--- src/core/cocd_pkg.sv ---
// Package with register map, field positions and bus codes of the channel output control block.
package cocd_pkg;
   // Register indices; the byte address is four times the index.
   localparam logic [15:0] CCOD_IDX_GLOBAL = 16'h2201;
   localparam logic [15:0] CCOD_IDX_PAIR_A = 16'h2202;
   localparam logic [15:0] CCOD_IDX_MODE = 16'h2210;
   localparam logic [15:0] CCOD_IDX_STATUS = 16'h2211;
   localparam logic [15:0] CCOD_IDX_UPDATE = 16'h2212;
   localparam int CCOD_ADDR_W = 18;
   localparam logic [17:0] CCOD_ADR_GLOBAL = {CCOD_IDX_GLOBAL, 2'b00};
   localparam logic [17:0] CCOD_ADR_PAIR_A = {CCOD_IDX_PAIR_A, 2'b00};
   localparam logic [17:0] CCOD_ADR_MODE = {CCOD_IDX_MODE, 2'b00};
   localparam logic [17:0] CCOD_ADR_STATUS = {CCOD_IDX_STATUS, 2'b00};
   localparam logic [17:0] CCOD_ADR_UPDATE = {CCOD_IDX_UPDATE, 2'b00};
   // Channel-wide register fields.
   localparam int CCOD_G_NSHOT = 0;
   localparam int CCOD_G_MUTE = 1;
   localparam int CCOD_G_RESET = 2;
   localparam int CCOD_G_SYNC = 3;
   // Pair register fields.
   localparam int CCOD_P_MUTE_C = 3;
   localparam int CCOD_P_PDOWN = 4;
   localparam int CCOD_P_RESET = 5;
   // Mode, update and status fields.
   localparam int CCOD_M_DIFF = 0;
   localparam int CCOD_U_XFER = 0;
   localparam int CCOD_S_TRUE_MUTED = 0;
   localparam int CCOD_S_COMP_MUTED = 1;
   localparam int CCOD_S_NSHOT = 2;
   localparam int CCOD_S_SYNC = 3;
   // Writable bits and reset values.
   localparam logic [7:0] CCOD_GLOBAL_WMASK = 8'h0f;
   localparam logic [7:0] CCOD_PAIR_WMASK = 8'h38;
   localparam logic [7:0] CCOD_MODE_WMASK = 8'h01;
   localparam logic [7:0] CCOD_GLOBAL_RST = 8'h00;
   localparam logic [7:0] CCOD_PAIR_RST = 8'h00;
   localparam logic [7:0] CCOD_MODE_RST = 8'h00;
   // Bus answer codes.
   localparam logic [1:0] CCOD_RESP_OKAY = 2'h0;
   localparam logic [1:0] CCOD_RESP_SLVERR = 2'h2;
endpackage

--- src/core/cocd_leg.sv ---
// One output driver leg with immediate reset, glitch-free mute and clean resume.
`timescale 1ns/100ps
module cocd_leg (
   input wire logic clk,
   input wire logic rst_n,
   input wire logic src,
   input wire logic reset_req,
   input wire logic mute_req,
   input wire logic level,
   output logic out_r,
   output logic muted_r
);
   logic muted_nxt;

   // Mute entry and every exit of the muted state happen only where the source already sits at the held level; reset enters at once.
   always_comb begin
      if (reset_req) begin
         muted_nxt = 1'b1; // RULE4 RULE10
      end else if (mute_req) begin
         muted_nxt = muted_r | (src == level); // RULE5 RULE17 RULE13
      end else begin
         muted_nxt = muted_r & (src != level); // RULE6 RULE11 RULE13
      end
   end

   // The pin copy is registered so the pad never sees a combinational hazard.
   always_ff @(posedge clk or negedge rst_n) begin
      if (!rst_n) begin
         muted_r <= 1'b0;
         out_r <= 1'b0;
      end else begin
         muted_r <= muted_nxt;
         out_r <= muted_nxt ? level : src;
      end
   end
endmodule

--- src/core/cocd_top.sv ---
// Channel output driver control: register bank on AXI4-Lite and the first output pair's drivers.
//
// Behaviour
// [RULE1] Sync bit set holds all drivers static and keeps the output dividers in reset.
// [RULE2] Sync bit falling releases all divider resets together so outputs start in phase.
// [RULE3] During sync hold the differential drivers sit in their muted levels.
// [RULE4] Reset-all bit mutes every driver at once without waiting for a safe point.
// [RULE5] Mute-all bit mutes drivers only after a deferral that avoids a cut pulse.
// [RULE6] Leaving mute or reset resumes output without a shortened first pulse.
// [RULE7] Channel mute holds true leg low and complementary leg high.
// [RULE8] The N-shot request is shadowed and acts only after a transfer command.
// [RULE9] Software should write the N-shot request back to zero after use.
// [RULE10] Pair reset immediately holds true output low and complementary output high.
// [RULE11] Releasing pair reset restarts outputs without a shortened pulse.
// [RULE12] Pair power-down tristates both pins; clearing it restores operation.
// [RULE13] Complementary mute drives that output low, entering and leaving cleanly; here leaving drives the pin high at once, whatever the source level.
// [RULE14] In differential mode the complementary mute bit is ignored.
// [RULE15] Buffered settings take effect only when the transfer bit is written with 1.
// [RULE16] Reserved bits read as zero and ignore writes.
// [RULE17] Deferred mute completes where the divider output already sits at the muted level.
//
// Decided for this implementation: register access over AXI4-Lite.
`timescale 1ns/100ps
module cocd_top
   import cocd_pkg::*;
(
   input wire logic sys_clk,
   input wire logic nrst,
   input wire logic [17:0] s_axi_awaddr,
   input wire logic s_axi_awvalid,
   output logic s_axi_awready,
   input wire logic [31:0] s_axi_wdata,
   input wire logic [3:0] s_axi_wstrb,
   input wire logic s_axi_wvalid,
   output logic s_axi_wready,
   output logic [1:0] s_axi_bresp,
   output logic s_axi_bvalid,
   input wire logic s_axi_bready,
   input wire logic [17:0] s_axi_araddr,
   input wire logic s_axi_arvalid,
   output logic s_axi_arready,
   output logic [31:0] s_axi_rdata,
   output logic [1:0] s_axi_rresp,
   output logic s_axi_rvalid,
   input wire logic s_axi_rready,
   input wire logic pair_a_true_divider,
   input wire logic pair_a_complement_divider,
   output logic pair_a_true_divider_reset,
   output logic pair_a_complement_divider_reset,
   output logic pair_a_positive_pin_o,
   output logic pair_a_positive_pin_oe,
   output logic pair_a_negative_pin_o,
   output logic pair_a_negative_pin_oe,
   output logic nshot_request
);
   logic rst_meta_r;
   logic rst_n_r;
   logic aw_held_r;
   logic w_held_r;
   logic [17:0] awaddr_r;
   logic [7:0] wdata_r;
   logic wlane0_r;
   logic awready_r;
   logic wready_r;
   logic bvalid_r;
   logic [1:0] bresp_r;
   logic arready_r;
   logic rvalid_r;
   logic [1:0] rresp_r;
   logic [31:0] rdata_r;
   logic wr_go;
   logic wr_hit;
   logic [7:0] global_r;
   logic [7:0] pair_r;
   logic [7:0] mode_r;
   logic xfer_wr;
   logic nshot_r;
   logic div_rst_r;
   logic oe_r;
   logic diff;
   logic any_reset;
   logic mute_all;
   logic comp_mute;
   logic comp_src;
   logic comp_level;
   logic true_out;
   logic true_muted;
   logic comp_out;
   logic comp_muted;
   logic [7:0] rd_byte;
   logic rd_hit;

   // Reset release passes two flip-flops so every register leaves reset on the same edge.
   always_ff @(posedge sys_clk or negedge nrst) begin
      if (!nrst) begin
         rst_meta_r <= 1'b0;
         rst_n_r <= 1'b0;
      end else begin
         rst_meta_r <= 1'b1;
         rst_n_r <= rst_meta_r;
      end
   end

   // Write address channel; the address is held until the response is accepted.
   always_ff @(posedge sys_clk or negedge rst_n_r) begin
      if (!rst_n_r) begin
         awready_r <= 1'b0;
         aw_held_r <= 1'b0;
         awaddr_r <= 18'h00000;
      end else if (awready_r && s_axi_awvalid) begin
         awready_r <= 1'b0;
         aw_held_r <= 1'b1;
         awaddr_r <= s_axi_awaddr;
      end else if (wr_go) begin
         aw_held_r <= 1'b0;
      end else if (!aw_held_r && !bvalid_r) begin
         awready_r <= 1'b1;
      end
   end

   // Write data channel; only the low byte lane carries register contents.
   always_ff @(posedge sys_clk or negedge rst_n_r) begin
      if (!rst_n_r) begin
         wready_r <= 1'b0;
         w_held_r <= 1'b0;
         wdata_r <= 8'h00;
         wlane0_r <= 1'b0;
      end else if (wready_r && s_axi_wvalid) begin
         wready_r <= 1'b0;
         w_held_r <= 1'b1;
         wdata_r <= s_axi_wdata[7:0];
         wlane0_r <= s_axi_wstrb[0];
      end else if (wr_go) begin
         w_held_r <= 1'b0;
      end else if (!w_held_r && !bvalid_r) begin
         wready_r <= 1'b1;
      end
   end

   // A write commits once both halves are in and the previous answer is gone.
   assign wr_go = aw_held_r && w_held_r && !bvalid_r;
   assign wr_hit = awaddr_r == CCOD_ADR_GLOBAL || awaddr_r == CCOD_ADR_PAIR_A
      || awaddr_r == CCOD_ADR_MODE || awaddr_r == CCOD_ADR_STATUS || awaddr_r == CCOD_ADR_UPDATE;

   // Write response; unmapped addresses answer with a slave error and change nothing.
   always_ff @(posedge sys_clk or negedge rst_n_r) begin
      if (!rst_n_r) begin
         bvalid_r <= 1'b0;
         bresp_r <= CCOD_RESP_OKAY;
      end else if (wr_go) begin
         bvalid_r <= 1'b1;
         bresp_r <= wr_hit ? CCOD_RESP_OKAY : CCOD_RESP_SLVERR;
      end else if (bvalid_r && s_axi_bready) begin
         bvalid_r <= 1'b0;
      end
   end

   // Control registers; reserved positions are masked off so they stay zero.
   always_ff @(posedge sys_clk or negedge rst_n_r) begin
      if (!rst_n_r) begin
         global_r <= CCOD_GLOBAL_RST;
         pair_r <= CCOD_PAIR_RST;
         mode_r <= CCOD_MODE_RST;
      end else if (wr_go && wlane0_r) begin
         if (awaddr_r == CCOD_ADR_GLOBAL) begin
            global_r <= wdata_r & CCOD_GLOBAL_WMASK; // RULE16
         end
         if (awaddr_r == CCOD_ADR_PAIR_A) begin
            pair_r <= wdata_r & CCOD_PAIR_WMASK; // RULE16
         end
         if (awaddr_r == CCOD_ADR_MODE) begin
            mode_r <= wdata_r & CCOD_MODE_WMASK;
         end
      end
   end

   // The transfer command copies the shadowed request; software clears it afterwards itself.
   assign xfer_wr = wr_go && wlane0_r && awaddr_r == CCOD_ADR_UPDATE && wdata_r[CCOD_U_XFER];
   always_ff @(posedge sys_clk or negedge rst_n_r) begin
      if (!rst_n_r) begin
         nshot_r <= 1'b0;
      end else if (xfer_wr) begin
         nshot_r <= global_r[CCOD_G_NSHOT]; // RULE8 RULE15
      end
   end
   assign nshot_request = nshot_r;

   // Read channel; one read is in flight and the data come from a register.
   always_comb begin
      rd_hit = 1'b1;
      rd_byte = 8'h00;
      case (s_axi_araddr)
         CCOD_ADR_GLOBAL: rd_byte = global_r;
         CCOD_ADR_PAIR_A: rd_byte = pair_r;
         CCOD_ADR_MODE: rd_byte = mode_r;
         CCOD_ADR_UPDATE: rd_byte = 8'h00;
         CCOD_ADR_STATUS: begin
            rd_byte[CCOD_S_TRUE_MUTED] = true_muted;
            rd_byte[CCOD_S_COMP_MUTED] = comp_muted;
            rd_byte[CCOD_S_NSHOT] = nshot_r;
            rd_byte[CCOD_S_SYNC] = div_rst_r;
         end
         default: rd_hit = 1'b0;
      endcase
   end

   always_ff @(posedge sys_clk or negedge rst_n_r) begin
      if (!rst_n_r) begin
         arready_r <= 1'b0;
         rvalid_r <= 1'b0;
         rresp_r <= CCOD_RESP_OKAY;
         rdata_r <= 32'h00000000;
      end else if (arready_r && s_axi_arvalid) begin
         arready_r <= 1'b0;
         rvalid_r <= 1'b1;
         rresp_r <= rd_hit ? CCOD_RESP_OKAY : CCOD_RESP_SLVERR;
         rdata_r <= {24'h000000, rd_byte}; // RULE16
      end else if (rvalid_r && s_axi_rready) begin
         rvalid_r <= 1'b0;
      end else if (!rvalid_r) begin
         arready_r <= 1'b1;
      end
   end

   assign s_axi_awready = awready_r;
   assign s_axi_wready = wready_r;
   assign s_axi_bvalid = bvalid_r;
   assign s_axi_bresp = bresp_r;
   assign s_axi_arready = arready_r;
   assign s_axi_rvalid = rvalid_r;
   assign s_axi_rresp = rresp_r;
   assign s_axi_rdata = rdata_r;

   // Driver requests; reset and channel mute feed both legs, the complementary mute only the complementary leg.
   assign diff = mode_r[CCOD_M_DIFF];
   assign any_reset = global_r[CCOD_G_SYNC] | global_r[CCOD_G_RESET] | pair_r[CCOD_P_RESET]; // RULE1 RULE3 RULE4 RULE10
   assign mute_all = global_r[CCOD_G_MUTE];
   assign comp_mute = pair_r[CCOD_P_MUTE_C] & ~diff; // RULE14

   // In differential mode the complementary leg follows the inverted true divider.
   assign comp_src = diff ? ~pair_a_true_divider : pair_a_complement_divider;
   // Its own mute parks it low; reset and channel mute park it high.
   assign comp_level = ~(comp_mute & ~any_reset & ~mute_all); // RULE7 RULE10 RULE13

   cocd_leg u_true_leg (
      .clk(sys_clk),
      .rst_n(rst_n_r),
      .src(pair_a_true_divider),
      .reset_req(any_reset),
      .mute_req(mute_all),
      .level(1'b0),
      .out_r(true_out),
      .muted_r(true_muted)
   );

   cocd_leg u_comp_leg (
      .clk(sys_clk),
      .rst_n(rst_n_r),
      .src(comp_src),
      .reset_req(any_reset),
      .mute_req(mute_all | comp_mute),
      .level(comp_level),
      .out_r(comp_out),
      .muted_r(comp_muted)
   );

   assign pair_a_positive_pin_o = true_out;
   assign pair_a_negative_pin_o = comp_out;

   // Both divider resets come from one flop, so their release lands on the same edge.
   always_ff @(posedge sys_clk or negedge rst_n_r) begin
      if (!rst_n_r) begin
         div_rst_r <= 1'b0;
      end else begin
         div_rst_r <= global_r[CCOD_G_SYNC]; // RULE1 RULE2
      end
   end
   assign pair_a_true_divider_reset = div_rst_r;
   assign pair_a_complement_divider_reset = div_rst_r;

   // Power-down releases both pads; the leg logic keeps running so wake-up is clean.
   always_ff @(posedge sys_clk or negedge rst_n_r) begin
      if (!rst_n_r) begin
         oe_r <= 1'b1;
      end else begin
         oe_r <= ~pair_r[CCOD_P_PDOWN]; // RULE12
      end
   end
   assign pair_a_positive_pin_oe = oe_r;
   assign pair_a_negative_pin_oe = oe_r;
endmodule

--- config.mk ---
export PLATFORM = sky130hd
export DESIGN_NAME = cocd_top
export DESIGN_NICKNAME = d
export VERILOG_FILES = /design/src/core/cocd_pkg.sv /design/src/core/cocd_leg.sv /design/src/core/cocd_top.sv
export SDC_FILE = /design/constraint.sdc
export NUM_CORES = 1
export LEC_CHECK = 0
export BUFFER_PORTS_ARGS = -buffer_cell sky130_fd_sc_hd__buf_4
export CAP_MARGIN = 20
export CORE_ASPECT_RATIO = 1.75
export CORE_UTILIZATION = 30
export CTS_CLUSTER_SIZE = 10
export DETAILED_ROUTE_END_ITERATION = 8
export GPL_TIMING_DRIVEN = 0
export HOLD_SLACK_MARGIN = 0.1
export SYNTH_ARGS = -nofsm -noshare
export SYNTH_HDL_FRONTEND = slang
export SYNTH_SLANG_ARGS = --single-unit
--- constraint.sdc ---
create_clock -name sys_clk -period 2.8 [get_ports sys_clk]
set_input_delay 0.28 -clock sys_clk [delete_from_list [all_inputs] [get_ports sys_clk]]
set_output_delay 0.28 -clock sys_clk [all_outputs]
set_load 0.005 [all_outputs]
==> out/qor.csv <==
metric,value,unit
status,"finished, final reports clean",
Post-Syn Instances,206,
largest net degree at the start of global routing,37,
register share of total power,42.0,%
core area,8310,um2
RSZ-0062 raised after global routing,false,
CTS resizes,0,
WP data arrival,2.27,ns
Worst EP required,3.01,ns
CP Launch Type,flop,
antenna-violating nets left,0,
CP Max Fanout,4,
initial DRC count,78,
First-pass DRT Iterations,4,
Buf/Inv on CP,0,
layout cells sized above 1,49.1,%
Synth top area share,54.1,%
worst-margin pin slew,0.555,ns
synth warn,0,
Synth-to-Final Area Change,43.1,%
"Slew Viols, Final",0,
clk sinks,57,
hold crit path type,input pin to flop,
GRT Overall Usage,12.6,%
P_int,2180,uW
hold_buf cts,1,
register bit total from synthesis,57,
Worst slew margin,63.0,%
fin util,44.6,%
Fin Setup TNS,0,ns
die area,9020,um2
Non-Filler Instances,437,
DP Worst Slack,0.647,ns
Initial Utilization,31.1,%
Die Ht,125,um
Yosys top cell by area,dfrtp_1,
die width,72.2,um
Setup Viol. Count Final,0,
nets,398,
first-pass GRT wire length,8360,um
Clock Pin Slew Worst Setup and Hold Paths,0.05,ns
fin crit period,2.07,ns
"FFs w/ async S/R, synth",100,%
CTS tree,done,
Final GP Congestion,0.692,
Netlist Area Pre-Place,2590,um2
Top Family by Delay on Critical Path,simple AND/OR/NAND/NOR gates,
Port-buffer cells,70,
"critical path, cell by cell","or4_1, nor4_4, nand4b_2, mux2_2",
crit end category,flop,
number of diodes,0,
clock group share of total power,38.1,%
DRC,0,
peak supply drop,0.560,mV
clock latency on the worst-skew pair,0.32,ns
Vias/cell,4.30,
"top cells by area, synth","dfrtp_1 (54%), mux2_2 (16%), buf_4 (8.7%)",
synth unique cells,35,
final worst-path cycle share,73.8,%
fill count,829,
Post-synth EDFFs,0,
"Seq/Total Area, Yosys",55.1,%
Comb pwr share,19.9,%
WHS,0.144,ns
CTS Buf Count,9,
# rows,44,
max_cap viols,0,
Worst Setup Path Type,flop to flop,
drt total wl,5320,um
H-tree depth,3,
root buf cell,clkbuf_16,
CP max stage delay,0.60,ns
Net Switching,714,uW
hpwl dp,4180,um
Fmax achieved,0.484,GHz
final worst slack,0.733,ns
Post-synth top flop,dfrtp_1,
Ports,129,
Avg WL per Cell,12.2,um
leakage,0.00184,uW
Hold Fails Final Rpt,0,
slowest CP cell,or4_1,
clk buf depth,2,
vias in the first global route,1809,
area of the multi-input gates,1010,um2
Sw Ratio,24.7,%
Post-CTS Setup Inserts,0,
via count,1877,
DP Cell Count,419,
power per cell area,780,nW/um2
GR Overflow Total,0,
R2R Setup Slk,0.73,ns
"Avg Cell Area, Syn",12.6,um2
initial antenna violation count,0,
flip-flop and latch area,1430,um2
clock skew,0.00650,ns
synth_stat cells, drive strengths merged (2+ instances only):
cell type and count:
a21o 2, nand3 2, nor3b 2, or4 2, o21a 3, and3 3, mux2 37, inv 4
conb 2, nor4b 3, a21oi 6, nor2 7, nor3 4, a32o 2, nand4b 4, nor2b 3
buf 30, nor4 3, dfrtp 56, nand3b 2, nand2 7, a22o 4, clkbuf 3, o21ai 6
metal layers:
metal	part of all wire, %	routed length [um]	GRT usage (%)	up-vias
li1	-	-	-	901
met1	35	1870	11.9	888
met2	55	2900	22.0	80
met3	8.4	446	5.50	8
met4	1.9	102	6.57	0
met5	0	0	0	-
worst register-to-register path: cells and delay by family (launching register included):
family	cells	cell delay (ns)
muxes	1	0.33
DFF	1	0.36
and+or+nand+nor	3	1.26
registers in the layout, summed over array words and instances (netlist names), 3 cells and up:
signal       count
awaddr_r        18
s_axi_rdata      6
wdata_r          6
global_r         4
pair_r           3
power by group through the flow:
stage | Sequential [uW] | Clock, uW | Combinational, uW
4_1_cts | 1220 | 1140 | 587
2_1_floorplan | 1200 | 0 | 400
5_1_grt | 1250 | 1170 | 636
6_report | 1220 | 1100 | 574
3_3_place_gp | 1230 | 0 | 552
3_5_place_dp | 1230 | 0 | 582
stage by stage:
stage          power [uW]  cell area [um2]
4_1_cts              2950             3700
3_5_place_dp         1820             3380
5_1_grt              3060             3700
6_report             2890             3700
2_1_floorplan        1600             2690
3_3_place_gp         1790             3360
cell families (layout without fill, tap and decap cells):
| kind of cell | Yosys count | in the layout | synth area share (%) |
|---|---|---|---|
| other | 2 | 29 | 0.290 |
| muxes | 38 | 38 | 16.5 |
| and+or+nand+nor | 46 | 46 | 11.6 |
| buffers and inverters | 37 | 126 | 9.71 |
| AOI/OAI and AO/OA | 26 | 26 | 6.77 |
| DFF | 57 | 57 | 55.1 |
path summary, 6_finish.rpt:
kind / depth (start not counted) / from / end
max: 4 / awaddr_r[5] / global_r[2]
max reg2reg: 4 / awaddr_r[5] / global_r[2]
min: 2 / s_axi_rready / s_axi_rvalid
min in group asynchronous: 0 / rst_n_r / awaddr_r[5]
min reg2reg: 0 / rst_n_r / awaddr_r[5]
max in group asynchronous: 1 / rst_n_r / pair_a_negative_pin_oe
cells in the final DEF, fill, tap and decap left out, drive strengths merged, types with 2 or more instances in the layout:
cell    count
inv         4
a21o        2
nand3b      2
nor3b       2
nand3       2
dfrtp      56
o21ai       6
nor2        7
a22o        4
mux2       37
a21oi       6
clkbuf     17
nor3        4
nand4b      4
nor4        3
or4         2
buf       102
nand2       7
nor2b       3
nor4b       3
conb       29
o21a        3
a32o        2
and3        3
final cells by class:
type | instances | area share (%)
clock buffer | 14 | 7.40
inverter | 4 | 0.405
tap | 115 | 3.88
buffer | 33 | 6.38
sequential | 57 | 38.6
clock inverter | 2 | 0.946
timing repair buffer | 73 | 15.1
multi-input combinational | 139 | 27.3
No activity file was read; power rests on OpenSTA's default activity.
